**src/rtl/acf_pkg.sv**
```systemverilog
// shared constants and carrier types of the adaptive comb filter core
package acf_pkg;
	localparam int DW = 10;
	localparam int EW = 8;
	localparam int LUT_N = 256;
	localparam int LUT_AW = 8;
	localparam int LUT_DW = 5;
	localparam int K_SHIFT = 5;
	// architecture select codes
	localparam logic [3:0] ARCH_3L = 4'h0;
	localparam logic [3:0] ARCH_3L_LO = 4'h1;
	localparam logic [3:0] ARCH_3L_UP = 4'h2;
	localparam logic [3:0] ARCH_2L_LO = 4'h3;
	localparam logic [3:0] ARCH_FLD2 = 4'h4;
	localparam logic [3:0] ARCH_FLD = 4'h5;
	localparam logic [3:0] ARCH_FRM2 = 4'h6;
	localparam logic [3:0] ARCH_FRM = 4'h7;
	localparam logic [3:0] ARCH_D1_3L = 4'h8;
	localparam logic [3:0] ARCH_D1_LO = 4'h9;
	localparam logic [3:0] ARCH_D1_UP = 4'ha;
	localparam logic [3:0] ARCH_D1_OUT = 4'hb;
	localparam logic [3:0] ARCH_D1_FLD2 = 4'hc;
	localparam logic [3:0] ARCH_D1_2L = 4'hd;
	localparam logic [3:0] ARCH_D1_FRM2 = 4'he;
	localparam logic [3:0] ARCH_D1_FRM = 4'hf;
	// error level above which a tap pair counts as different
	localparam logic [EW-1:0] FAIL_THR = 8'h08;
	// lookup outputs and cross-fade controls
	localparam logic [LUT_DW-1:0] LUT_RST = 5'h1f;
	localparam logic [LUT_DW-1:0] LUT_FULL = 5'h1f;
	localparam logic [LUT_DW-1:0] LUT_NONE = 5'h01;
	localparam logic [LUT_DW-1:0] LUT_SPEC = 5'h00;
	localparam logic [5:0] K_FULL = 6'h20;
	localparam logic [5:0] K_NONE = 6'h00;

	typedef enum logic [1:0] {
		AM_BEST3 = 2'b00,
		AM_LOWER = 2'b01,
		AM_FIXED = 2'b10,
		AM_PAL3 = 2'b11
	} acf_adapt_t;

	typedef enum logic [1:0] {SEL_3L, SEL_UP, SEL_LO, SEL_OUTER} acf_sel_t;

	typedef struct packed {
		logic signed [DW-1:0] full;
		logic signed [DW-1:0] lo;
		logic [EW-1:0] hue;
		logic [EW-1:0] sat;
	} acf_tap_t;

	typedef struct packed {
		logic [EW-1:0] luma;
		logic [EW-1:0] sat;
		logic [EW-1:0] hue;
	} acf_err_t;

	typedef struct packed {
		logic signed [DW-1:0] data;
		acf_sel_t sel;
		logic [EW+1:0] err_mag;
		logic arch_change;
		logic half_line;
	} acf_word_t;

	typedef struct packed {
		logic v;
		acf_tap_t t0;
		acf_tap_t t1;
		acf_tap_t t2;
		logic signed [DW-1:0] simple_lo;
		logic signed [DW-1:0] simple_hi;
		acf_err_t up;
		acf_err_t lo;
	} acf_s1_t;

	typedef struct packed {
		logic v;
		logic signed [DW-1:0] f0;
		logic signed [DW-1:0] f1;
		logic signed [DW-1:0] f2;
		logic signed [DW-1:0] simple_lo;
		logic signed [DW-1:0] simple_hi;
		acf_sel_t sel;
		logic [LUT_AW-1:0] addr;
		logic [EW+1:0] err_mag;
		logic arch_change;
	} acf_s2_t;

	typedef struct packed {
		acf_s1_t s1;
		acf_s2_t s2;
		acf_sel_t sel;
		acf_sel_t raw;
		logic [LUT_N-1:0][LUT_DW-1:0] lut;
	} acf_st_t;

	typedef struct packed {
		acf_word_t head;
		logic head_v;
		acf_word_t skid;
		logic skid_v;
		logic ready;
	} acf_buf_t;
endpackage

```
**src/rtl/acf_skid_buf.sv**
```systemverilog
// two-entry output buffer of the comb filter core
`timescale 1ns/10ps
module acf_skid_buf import acf_pkg::*; (
	// clock and reset
	input wire logic clk_i,
	input wire logic arst_n_i,
	// fill side
	input wire logic in_valid_i,
	output logic in_ready_o,
	input acf_word_t in_data_i,
	// drain side
	output logic out_valid_o,
	input wire logic out_ready_i,
	output acf_word_t out_data_o
);
	acf_buf_t st_q;
	acf_buf_t st_d;
	logic push;
	logic take;

	always_comb begin
		st_d = st_q;
		push = in_valid_i && st_q.ready;
		take = !st_q.head_v || out_ready_i;
		if (take) begin
			if (st_q.skid_v) begin
				st_d.head = st_q.skid;
				st_d.head_v = 1'b1;
				st_d.skid = in_data_i;
				st_d.skid_v = push;
			end else begin
				st_d.head = in_data_i;
				st_d.head_v = push;
				st_d.skid_v = 1'b0;
			end
		end else if (push) begin
			st_d.skid = in_data_i;
			st_d.skid_v = 1'b1;
		end
		// ready from a flop so the stall reaches the source cleanly
		st_d.ready = !st_d.skid_v;
	end

	always_ff @(posedge clk_i or negedge arst_n_i) begin
		if (!arst_n_i) begin
			st_q <= '0;
			st_q.ready <= 1'b1;
		end else begin
			st_q <= st_d;
		end
	end

	assign in_ready_o = st_q.ready;
	assign out_valid_o = st_q.head_v;
	assign out_data_o = st_q.head;
endmodule

```
**src/rtl/acf_core.sv**
```systemverilog
// adaptive three-line comb filter core with cross-fade to bandsplit
`timescale 1ns/10ps
module acf_core import acf_pkg::*; (
	// clock and reset
	input wire logic clk_i,
	input wire logic arst_n_i,
	// configuration
	input wire logic [3:0] architecture_select_i,
	input acf_adapt_t adapt_mode_i,
	input wire logic unfiltered_sel_i,
	input wire logic luma_comb_i,
	// mix lookup table write port
	input wire logic lut_we_i,
	input wire logic [LUT_AW-1:0] lut_addr_i,
	input wire logic [LUT_DW-1:0] lut_data_i,
	// sample input
	input wire logic in_valid_i,
	output logic in_ready_o,
	input acf_tap_t undelayed_tap_i,
	input acf_tap_t first_delayed_tap_i,
	input acf_tap_t second_delayed_tap_i,
	input wire logic signed [DW-1:0] simple_lo_i,
	input wire logic signed [DW-1:0] simple_hi_i,
	// combed output
	output logic out_valid_o,
	input wire logic out_ready_i,
	output logic signed [DW-1:0] combed_output_o,
	output acf_sel_t comb_sel_o,
	output logic [EW+1:0] error_mag_o,
	output logic arch_change_o,
	output logic half_line_o
);
	acf_st_t st_q;
	acf_st_t st_d;
	logic adv;
	logic up_f;
	logic lo_f;
	logic adaptive;
	logic force_sel;
	acf_sel_t raw;
	acf_sel_t sel;
	acf_err_t eset;
	logic [EW+1:0] up_sum;
	logic [EW+1:0] lo_sum;
	logic signed [DW+2:0] e0;
	logic signed [DW+2:0] e1;
	logic signed [DW+2:0] e2;
	logic signed [DW+2:0] hf;
	logic [LUT_DW-1:0] lut_out;
	logic [5:0] k;
	logic signed [DW+9:0] prod;
	logic signed [DW+9:0] scaled;
	logic signed [DW+9:0] mixed;
	acf_word_t word;
	acf_word_t buf_word;
	logic buf_ready;

	function automatic logic [EW-1:0] lvl_err(
		input logic signed [DW-1:0] a,
		input logic signed [DW-1:0] b
	);
		logic signed [DW:0] d;
		logic [DW:0] m;
		d = {a[DW-1], a} - {b[DW-1], b};
		m = d[DW] ? (DW+1)'(-d) : d;
		return (|m[DW:EW]) ? {EW{1'b1}} : m[EW-1:0];
	endfunction

	// phase wraps, so the shorter way round is the error
	function automatic logic [EW-1:0] hue_err(
		input logic [EW-1:0] a,
		input logic [EW-1:0] b
	);
		logic [EW-1:0] d;
		d = a - b;
		return d[EW-1] ? EW'(-d) : d;
	endfunction

	function automatic logic [EW+1:0] err_sum(input acf_err_t e);
		return {2'b00, e.luma} + {2'b00, e.sat} + {2'b00, e.hue};
	endfunction

	function automatic logic signed [DW-1:0] sat_dw(
		input logic signed [DW+9:0] v
	);
		logic signed [DW+9:0] hi;
		logic signed [DW+9:0] lo;
		hi = (DW+10)'(2 ** (DW - 1) - 1);
		lo = -(DW+10)'(2 ** (DW - 1));
		return (v > hi) ? hi[DW-1:0] : ((v < lo) ? lo[DW-1:0] :
			v[DW-1:0]);
	endfunction

	always_comb begin
		st_d = st_q;
		adv = buf_ready;
		if (lut_we_i) begin
			st_d.lut[lut_addr_i] = lut_data_i;
		end
		up_sum = err_sum(st_q.s1.up);
		lo_sum = err_sum(st_q.s1.lo);
		up_f = (st_q.s1.up.luma > FAIL_THR) || (st_q.s1.up.sat > FAIL_THR) ||
			(st_q.s1.up.hue > FAIL_THR);
		lo_f = (st_q.s1.lo.luma > FAIL_THR) || (st_q.s1.lo.sat > FAIL_THR) ||
			(st_q.s1.lo.hue > FAIL_THR);
		raw = SEL_3L;
		adaptive = 1'b0;
		case (architecture_select_i)
			ARCH_3L, ARCH_FLD, ARCH_FRM, ARCH_D1_3L, ARCH_D1_FRM: begin
				adaptive = (adapt_mode_i != AM_FIXED);
				case (adapt_mode_i)
					AM_BEST3: raw = (lo_f && !up_f) ? SEL_UP :
						((up_f && !lo_f) ? SEL_LO : SEL_3L);
					AM_LOWER: raw = (lo_f || up_f) ? SEL_LO : SEL_3L;
					AM_PAL3: raw = lo_f ? SEL_OUTER : SEL_3L;
					AM_FIXED: raw = SEL_3L;
					default: raw = SEL_3L;
				endcase
			end
			// restricted fallback to the lower pair
			ARCH_3L_LO, ARCH_D1_LO: begin
				adaptive = (adapt_mode_i != AM_FIXED);
				raw = (adaptive && (lo_f || up_f)) ? SEL_LO : SEL_3L;
			end
			// restricted fallback to the upper pair
			ARCH_3L_UP, ARCH_D1_UP: begin
				adaptive = (adapt_mode_i != AM_FIXED);
				raw = (adaptive && (lo_f || up_f)) ? SEL_UP : SEL_3L;
			end
			ARCH_D1_OUT: raw = SEL_OUTER;
			// two-line combs ignore the adaption mode
			default: raw = SEL_LO;
		endcase
		force_sel = !adaptive;
		// filtered selection needs two equal decisions
		sel = (unfiltered_sel_i || force_sel || (raw == st_q.raw)) ?
			raw : st_q.sel;
		// larger set drives the lookup on a three-line comb
		case (sel)
			SEL_UP: eset = st_q.s1.up;
			SEL_LO: eset = st_q.s1.lo;
			SEL_OUTER: eset = st_q.s1.lo;
			default: eset = (up_sum > lo_sum) ? st_q.s1.up : st_q.s1.lo;
		endcase
		// stage 3: comb, lookup and cross-fade from stage 2
		e0 = (DW+3)'(st_q.s2.f0);
		e1 = (DW+3)'(st_q.s2.f1);
		e2 = (DW+3)'(st_q.s2.f2);
		case (st_q.s2.sel)
			SEL_UP: hf = (e1 + e2) >>> 1;
			SEL_LO: hf = (e0 + e1) >>> 1;
			SEL_OUTER: hf = (e0 + e2) >>> 1;
			default: hf = (e0 + (e1 <<< 1) + e2) >>> 2;
		endcase
		lut_out = st_q.lut[st_q.s2.addr];
		if (lut_out == LUT_FULL) begin
			k = K_FULL;
		end else if (lut_out == LUT_NONE) begin
			k = K_NONE;
		end else if (lut_out == LUT_SPEC) begin
			// special: luma combs fully, chroma stays bandsplit
			k = luma_comb_i ? K_FULL : K_NONE;
		end else begin
			k = {1'b0, lut_out};
		end
		prod = $signed({1'b0, k}) * hf;
		scaled = prod >>> K_SHIFT;
		// add for luma, subtract for chroma
		mixed = luma_comb_i ? (DW+10)'(st_q.s2.simple_lo) + scaled :
			(DW+10)'(st_q.s2.simple_hi) - scaled;
		word.data = sat_dw(mixed);
		word.sel = st_q.s2.sel;
		word.err_mag = st_q.s2.err_mag;
		word.arch_change = st_q.s2.arch_change;
		word.half_line = (st_q.s2.sel == SEL_UP) || (st_q.s2.sel == SEL_LO);
		if (adv) begin
			st_d.s1.v = in_valid_i;
			st_d.s1.t0 = undelayed_tap_i;
			st_d.s1.t1 = first_delayed_tap_i;
			st_d.s1.t2 = second_delayed_tap_i;
			st_d.s1.simple_lo = simple_lo_i;
			st_d.s1.simple_hi = simple_hi_i;
			// upper: two stores, lower: input and first
			st_d.s1.up.luma = lvl_err(first_delayed_tap_i.lo,
				second_delayed_tap_i.lo);
			st_d.s1.up.sat = lvl_err(DW'(first_delayed_tap_i.sat),
				DW'(second_delayed_tap_i.sat));
			st_d.s1.up.hue = hue_err(first_delayed_tap_i.hue,
				second_delayed_tap_i.hue);
			st_d.s1.lo.luma = lvl_err(undelayed_tap_i.lo,
				first_delayed_tap_i.lo);
			st_d.s1.lo.sat = lvl_err(DW'(undelayed_tap_i.sat),
				DW'(first_delayed_tap_i.sat));
			st_d.s1.lo.hue = hue_err(undelayed_tap_i.hue,
				first_delayed_tap_i.hue);
			st_d.s2.v = st_q.s1.v;
			st_d.s2.f0 = st_q.s1.t0.full;
			st_d.s2.f1 = st_q.s1.t1.full;
			st_d.s2.f2 = st_q.s1.t2.full;
			st_d.s2.simple_lo = st_q.s1.simple_lo;
			st_d.s2.simple_hi = st_q.s1.simple_hi;
			st_d.s2.sel = sel;
			st_d.s2.addr = {eset.hue[EW-1 -: 2], eset.sat[EW-1 -: 3],
				eset.luma[EW-1 -: 3]};
			// fail reports magnitude and comb change
			st_d.s2.err_mag = err_sum(eset);
			st_d.s2.arch_change = adaptive && (lo_f || up_f);
			if (st_q.s1.v) begin
				st_d.sel = sel;
				st_d.raw = raw;
			end
		end
	end

	always_ff @(posedge clk_i or negedge arst_n_i) begin
		if (!arst_n_i) begin
			st_q <= '0;
			st_q.lut <= {LUT_N{LUT_RST}};
		end else begin
			st_q <= st_d;
		end
	end

	// stall from here freezes every stage, so no word is lost
	acf_skid_buf u_buf (
		.clk_i(clk_i),
		.arst_n_i(arst_n_i),
		.in_valid_i(adv && st_q.s2.v),
		.in_ready_o(buf_ready),
		.in_data_i(word),
		.out_valid_o(out_valid_o),
		.out_ready_i(out_ready_i),
		.out_data_o(buf_word)
	);
	assign in_ready_o = buf_ready;
	assign combed_output_o = buf_word.data;
	assign comb_sel_o = buf_word.sel;
	assign error_mag_o = buf_word.err_mag;
	assign arch_change_o = buf_word.arch_change;
	assign half_line_o = buf_word.half_line;

	AST_TWO_LINE_FIXED: assert property (@(posedge clk_i)
		disable iff (!arst_n_i)
		(adv && st_q.s1.v && architecture_select_i == ARCH_2L_LO)
		|=> (st_q.s2.sel == SEL_LO))
		else $error("code 3 did not select lower pair");

	AST_FIELD_FIXED: assert property (@(posedge clk_i)
		disable iff (!arst_n_i)
		(adv && st_q.s1.v && architecture_select_i == ARCH_FLD &&
		adapt_mode_i == AM_FIXED) |=> (st_q.s2.sel == SEL_3L))
		else $error("field comb not three-line");

	AST_D1_OUTER: assert property (@(posedge clk_i)
		disable iff (!arst_n_i)
		(adv && st_q.s1.v && architecture_select_i == ARCH_D1_OUT)
		|=> (st_q.s2.sel == SEL_OUTER && !st_q.s2.arch_change))
		else $error("code 11 not outer comb");

	AST_TAP_ORDER: assert property (@(posedge clk_i)
		disable iff (!arst_n_i)
		(in_valid_i && adv) |=> (st_q.s1.v &&
		st_q.s1.t0 == $past(undelayed_tap_i) &&
		st_q.s1.t2 == $past(second_delayed_tap_i)))
		else $error("taps not captured in order");

	AST_FIXED_MODE: assert property (@(posedge clk_i)
		disable iff (!arst_n_i)
		(adv && st_q.s1.v && architecture_select_i == ARCH_3L &&
		adapt_mode_i == AM_FIXED) |=> (st_q.s2.sel == SEL_3L &&
		!st_q.s2.arch_change))
		else $error("fixed mode still adapted");

	AST_CLOSEST_PAIR: assert property (@(posedge clk_i)
		disable iff (!arst_n_i)
		(adv && st_q.s1.v && architecture_select_i == ARCH_3L &&
		adapt_mode_i == AM_BEST3 && unfiltered_sel_i && lo_f && !up_f)
		|=> (st_q.s2.sel == SEL_UP && st_q.s2.arch_change))
		else $error("did not drop differing undelayed tap");

	AST_FILTER_HOLD: assert property (@(posedge clk_i)
		disable iff (!arst_n_i)
		(adv && st_q.s1.v && !unfiltered_sel_i && !force_sel &&
		raw != st_q.raw) |=> (st_q.s2.sel == $past(st_q.sel)))
		else $error("filtered selection changed early");

	AST_OUT_HOLD: assert property (@(posedge clk_i)
		disable iff (!arst_n_i)
		(out_valid_o && !out_ready_i) |=> (out_valid_o &&
		$stable(combed_output_o) && $stable(comb_sel_o)))
		else $error("stalled output word changed");
endmodule

```
**config.mk**
```make
export PLATFORM = sky130hd
export DESIGN_NAME = acf_core
export DESIGN_NICKNAME = d
export VERILOG_FILES = /design/src/rtl/acf_pkg.sv /design/src/rtl/acf_skid_buf.sv /design/src/rtl/acf_core.sv
export SDC_FILE = /design/constraint.sdc
export NUM_CORES = 2
export LEC_CHECK = 0
export ABC_AREA = 1
export BUFFER_PORTS_ARGS = -buffer_cell sky130_fd_sc_hd__buf_2
export CAP_MARGIN = 20
export CORE_UTILIZATION = 30
export CTS_CLUSTER_DIAMETER = 80
export DETAILED_ROUTE_END_ITERATION = 8
export MAX_ROUTING_LAYER = met4
export SLEW_MARGIN = 15
export SYNTH_ARGS = -nofsm -noshare
export SYNTH_HDL_FRONTEND = slang
export SYNTH_SLANG_ARGS = --single-unit
```
**constraint.sdc**
```tcl
create_clock -name clk_i -period 12.35 [get_ports clk_i]
set_input_delay 1.8525 -clock clk_i [delete_from_list [all_inputs] [get_ports clk_i]]
set_output_delay 1.8525 -clock clk_i [all_outputs]
set_load 0.005 [all_outputs]
```
-- After elaboration in Yosys (flattened, before gate mapping)
Index checks and enable logic that the tools add are counted.
- input bits: 154
- output and inout port bits: 26
- word-level logic and storage cells: 430
- bits in registers: 1506
- equality and inequality tests: 23
- muxes and demuxes: 40
- order comparisons: 12
- add/subtract/negate cells: 25
- multipliers: 1
- reduce and logical (&&, ||, !) cells: 36
- operators by type and width (operator ; count):
    $bwmux 1280 ; 1
    $mux 25 ; 3
    $gt 8x4->1 const B ; 6
    $mux 24 ; 2
    $mux 8 ; 6
    $pmux 24 s2 ; 1
    $mux 11 ; 4
    $bmux 5 s8 ; 1
    $demux 5 s8 ; 1
    $pmux 13 s3 ; 1
    $add 10x10->11 ; 3
    $add 9x8->10 ; 3
    $add 8x8->9 ; 3
    $mux 6 ; 4
    $neg 11->11 ; 2
    $neg 9->11 ; 2
    $sub 10x10->11 ; 2
    $eq 4x4->1 const B ; 5
    $gt 20x10->1 const B ; 1
    $lt 20x10->1 const B ; 1
    $mul 7x13->20 ; 1
    $mux 10 ; 2
    $mux 20 ; 1
    $lt 8x9->1 const B ; 2
    35 further kinds ; 79

-- Longest topological paths before layout
- depth in word-level cells: 17
- mapped depth: 62
- depth with buffers taken out: 59

-- Cells and area by module
Synthesis repeated with hierarchy kept, for this count alone.
- cell total of the unflattened synthesis: 10016
- area, all modules: 80414.6 um2
- modules (own cells, without submodules) (module ; seq. area each (um2) ; times used ; cells each ; area an instance (um2)):
    acf_core ; 38011.5 ; 1 ; 9743 ; 77999.8
    acf_skid_buf ; 1277.5 ; 1 ; 273 ; 2414.8

-- Worst setup path after synthesis
Ideal clock, no wire load.
- path kind: register -> register
- start point: register st_q (netlist bit e0[3])
- end point: register u_buf.st_q[24] (netlist name)
- path buffers: 2
- period minus slack after synthesis: 8.810 ns
- path slack: 3.540 ns
- stages on the path, launching flop included: 47
- arrival: 8.697 ns
- path through: dfrtp_1 fa_1 ha_1 a21oi_1 o21a_1 inv_1 nand2_1 a21oi_1 o21ai_0 nand2_1 a21oi_1 o21ai_0 a2111o_1 a31oi_1 inv_1 nor2_1 inv_1 fa_1 (+11 left out) nor2_1 a2111oi_0 nand2_1 nand2_1 nand2_1 ha_1 inv_1 nor3_1 nand2_1 o21ai_0 a21oi_1 o21ai_0 nand3_1 o21ai_2 buf_2 nand3_1 nand2_1 inv_1
- longest elaborated chain between the ends: 11
- elaborated cells between the ends (all ways): 16
- RTL lines (what ; RTL line ; text):
    start: declaration ; acf_core.sv:33 ; acf_st_t st_q;
    start signal: assignment ; acf_core.sv:220 ; st_q <= st_d;
    $add 10x11->12 ; acf_core.sv:153 ; default: hf = (e0 + (e1 <<< 1) + e2) >>> 2;
    $add 12x10->13 ; acf_core.sv:153 ;
    $pmux 13 s3 (*) ; acf_core.sv:149 ; case (st_q.s2.sel)
    $mul 7x13->20 (*) ; acf_core.sv:166 ; prod = $signed({1'b0, k}) * hf;
    $sub 10x15->16 or $add 10x15->16 (tied branches) ; acf_core.sv:170, acf_core.sv:169 ;
    $mux 20 (*) ; acf_core.sv:169 ; mixed = luma_comb_i ? (DW+10)'(st_q.s2.simple_lo) + scaled :
    $lt 20x10->1 ; acf_core.sv:90 ; return (v > hi) ? hi[DW-1:0] : ((v < lo) ? lo[DW-1:0] :
    $mux 10 ; acf_core.sv:90 ;
    $mux 10 (*) ; acf_core.sv:90 ;
    $mux 25 or $mux 24 (tied branches) ; acf_skid_buf.sv:36, acf_skid_buf.sv:26 ;
    $mux 25 (*) ; acf_skid_buf.sv:25 ; if (take) begin
    end signal: assignment ; acf_skid_buf.sv:49 ; st_q <= st_d;
    end: declaration ; acf_skid_buf.sv:16 ; acf_buf_t st_q;
Every way passes the cells marked *; elsewhere a longest branch is shown, timed or not. The select of a mux whose other input is x is not followed.
A chain may end at the register's enable or synchronous reset.

-- Worst setup path after layout
- start point: register st_q[1295] (netlist name)
- end point: register u_buf.st_q[16] (netlist name)
- longest elaborated chain between the ends: 14
- elaborated cells between the ends (all ways): 19
- RTL lines (what ; RTL line ; text):
    $bmux 5 s8 (*) ; acf_core.sv:155 ; lut_out = st_q.lut[st_q.s2.addr];
    $mux 5 (not written as such) (*) ; acf_core.sv:155 ;
    $logic_not 5->1 ; acf_core.sv:160 ; end else if (lut_out == LUT_SPEC) begin
    $mux 6 ; acf_core.sv:160 ;
    $mux 6 ; acf_core.sv:158 ; end else if (lut_out == LUT_NONE) begin
    $mux 6 (*) ; acf_core.sv:156 ; if (lut_out == LUT_FULL) begin
    $mul 7x13->20 (*) ; acf_core.sv:166 ;
    $sub 10x15->16 or $add 10x15->16 (tied branches) ; acf_core.sv:170, acf_core.sv:169 ;
    $mux 20 (*) ; acf_core.sv:169 ;
    $lt 20x10->1 ; acf_core.sv:90 ;
    $mux 10 ; acf_core.sv:90 ;
    $mux 10 (*) ; acf_core.sv:90 ;
    $mux 25 or $mux 24 (tied branches) ; acf_skid_buf.sv:36, acf_skid_buf.sv:26 ;
    $mux 25 (*) ; acf_skid_buf.sv:25 ;
Marks and branches as above.

==> metrics.md <==
| Metric | Value |
|---|---|
| Crit. End Element | flip-flop |
| Layout Nets | 10.39k |
| R2R Setup Slk | 1.11 ns |
| Via density | 4.934 |
| Initial antenna violation count | 10 |
| Root buffer cell | clkbuf_16 |
| CTS tree | done |
| Drt wl/cell | 17.91 um |
| Synth top area share | 41.94% |
| Clock-pin transition on the worst setup and hold timing paths | 0.06 ns |
| DRT antenna net count | 0 |
| Die area | 269600 sq um |
| Post-route minimum period | 11.24 ns |
| Worst Max-Slew Pin Slew | 1.499 ns |
| First-pass GRT wire length | 383.2 mm |
| Die H | 519.2 um |
| Top-count cell post-synth | nand2_1 |
| Latest clock arrival within the worst-skew pair | 0.85 ns |
| # setup viols final | 0 |
| Final Hold Viols | 0 |
| RSZ-0062 raised after global routing | false |
| Final Util | 33.92% |
| Layout cells sized above 1 | 18.97% |
| Outcome | finished, final reports clean |
| Overflow after GRT | 0 |
| Die W | 519.2 um |
| Syn Inst Count | 10.03k |
| Input/output buffers | 179 |
| Setup clock skew after layout | 0.04125 ns |
| Post-synth cell types | 62 |
| Critical Path RT | 13.06 ns |
| Critical Path Most Common Cell | nand2_1 |
| Highest Clock Rate | 89.00 MHz |
| Worst setup SP type | flip-flop |
| Synth warnings | 0 |
| Main synth FF type | dfstp_2 |
| Register bit count reported by yosys | 1506 |
| CTS resizes | 0 |
| Synthesized area | 80260 sq um |
| CP arrival | 11.95 ns |
| DRC | 0 |
| Final period util | 90.97% |
| Min-Delay Path Class | flip-flop to flip-flop |
| Synthesized net count | 10.47k |
| Cell taking the most area after synthesis | dfstp_2 |
| Final WL | 243.9 mm |
| Hold EP | u_buf.st_q[4] |
| H-tree lvl count | 4 |
| Synth cell count leaders | 3628 x nand2_1, 1402 x o21ai_0, 1304 x nand3_1 |
| Post-CTS Hold Fix Bufs | 0 |
| Vias in the first global route | 64.21k |
| Seq/Total Area, Yosys | 48.95% |
| Post-Syn Area per Cell | 8.004 sq um |
| Pre-antenna DRT Iters | 6 |
| RR Endpoint | u_buf.st_q[16] |
| Vias post-DR | 67.21k |
| Area contributors post-synth | dfstp_2 42%, nand2_1 17%, o21ai_0 8.7%, nand3_1 8.1%, dfrtp_1 7.0% |
| Pins over their slew limit | 0 |
| Sink Count | 1506 |
| Crit-path max cell delay | 0.80 ns |
| Master of the slowest instance on the critical path | dfrtp_4 |
| WHS Path Cells | 2 |
| Setup Fix Bufs, Post-CTS | 0 |
| Worst Path Max Fanout | 293 |
| TNS Setup | 0 ns |
| Max Root-Sink Buffers | 3 |
| Final HPWL DP | 150.7 mm |
| Min-delay src | st_q[1285] |
| Worst r2r src | st_q[1295] |
| Worst setup path class | flip-flop to flip-flop |
| Ys async rst share | 100.0% |
| Row count | 189 |
| Number of buffers created by CTS | 162 |
| Final RePlAce weighted congestion | 0.8668 |
| Max cap viols | 0 |
| Largest net degree at the start of global routing | 294 |
| Core ar. | 265600 sq um |
| Post-synth EDFFs | 0 |
| Io pins | 180 |
| Register-to-Register Path Depth | 46 |
| Initial drt markers | 6437 |
| Area grow syn2layout | 12.22% |
| Effective utilization at floorplan | 30.22% |
| Worst slew margin | 0.04058% |
| Total Routing Usage GR | 18.36% |
==> sequential cells by signal, summed over array words and instances, names as in the netlist <==
name and count:
e1 10, u_buf.st_q 25, u_buf.out_data_o 24, e2 10
st_q 1425, e0 10, u_buf.out_valid_o 1, u_buf.in_ready_o 1
==> area by class of cell <==
class                   instances  area, sq um
multi-input cells            7492        36520
well taps                    3533         4420
flip-flops and latches       1506        39310
repair buffers                285         1858
inverters                     495         1944
fillers                     27910       175500
diodes                          5        12.51
clock buffers                 229         4740
clock inverters                75         1265
==> logic make-up (layout without fill, tap and decap cells) <==
logic type | count (synthesis) | count (layout) | share of synthesized area (%)
AND/OR/NAND/NOR | 5338 | 5338 | 27.28
AO/OA/AOI/OAI | 1755 | 1755 | 11.46
flip-flops | 1506 | 1506 | 48.95
buffers and inverters | 1030 | 1084 | 5.653
adder cells (fa/ha/maj) | 292 | 292 | 5.469
XOR/XNOR | 106 | 106 | 1.175
multiplexers | 1 | 1 | 0.01247
other | 0 | 5 | 0
==> metal layers <==
layer | track usage (%) | wire [um] | vias up
met1 | 25.22 | 112800 | 32310
met3 | 2.337 | 13450 | 334
met5 | - | 0 | -
met4 | 5.191 | 6337 | 0
li1 | - | - | 32800
met2 | 28.25 | 111300 | 1758
==> critical path, delay by kind of cell (launching register included) <==
| family | cells | cell delay [ns] |
|---|---|---|
| adders and majority gates | 6 | 2.82 |
| and+or+nand+nor | 24 | 3.02 |
| DFF | 1 | 0.80 |
| AOI/OAI and AO/OA | 7 | 2.19 |
| buffers and inverters | 9 | 1.71 |
==> metrics by stage <==
stage               setup WS, ns  std cells  hold WS (ns)  instance area (sq um)
CTS                        1.418      13610        0.4694                  90050
floorplan                  3.540      10030        0.4417                  80260
global placement           1.490      13310        0.4539                  84040
global route              0.1711      13620        0.4899                  90070
detailed placement         1.437      13310        0.4583                  84050
finish                     1.115      13620        0.4623                  90070
==> cell usage in the layout (no fill, tap or decap), types with 9 or more instances in the layout <==
master,netlist,final
nand2_1,3628,3628
o21ai_0,1402,1402
nand3_1,1304,1304
dfstp_2,1281,1280
inv_1,476,471
nor2_1,308,307
dfrtp_1,225,220
ha_1,194,194
a21oi_1,190,190
buf_2,199,179
clkbuf_16,0,165
fa_1,98,98
buf_4,46,92
xor2_1,77,77
clkbuf_8,0,37
o211ai_1,29,29
xnor2_1,27,27
clkinv_2,0,27
clkbuf_1,241,27
nor3_1,39,25
bufinv_16,0,24
o31ai_1,18,18
o221ai_1,18,18
o21bai_1,17,17
a31oi_1,14,14
nand2_2,13,13
a22oi_1,13,13
buf_12,1,13
nand3b_1,12,12
nor3_2,0,12
o21ai_1,9,9
==> worst max-delay path by stage <==
| stage | cells past startpoint | slack [ns] | end | from |
|---|---|---|---|---|
| final | 46 | 1.11 | u_buf.st_q[16] | st_q[1295] |
| after floorplan | 46 | 3.54 | u_buf.st_q[24] | e0[3] |
| after detailed placement | 46 | 1.44 | u_buf.st_q[16] | st_q[1295] |
| after global routing | 46 | 0.17 | u_buf.st_q[17] | st_q[1295] |
| after global placement | 46 | 1.49 | u_buf.st_q[19] | st_q[1295] |
| after CTS | 46 | 1.42 | u_buf.st_q[16] | st_q[1295] |
Power is not shown: default switching activity piles up to over one toggle a cycle in this logic, so the estimate is an artifact.
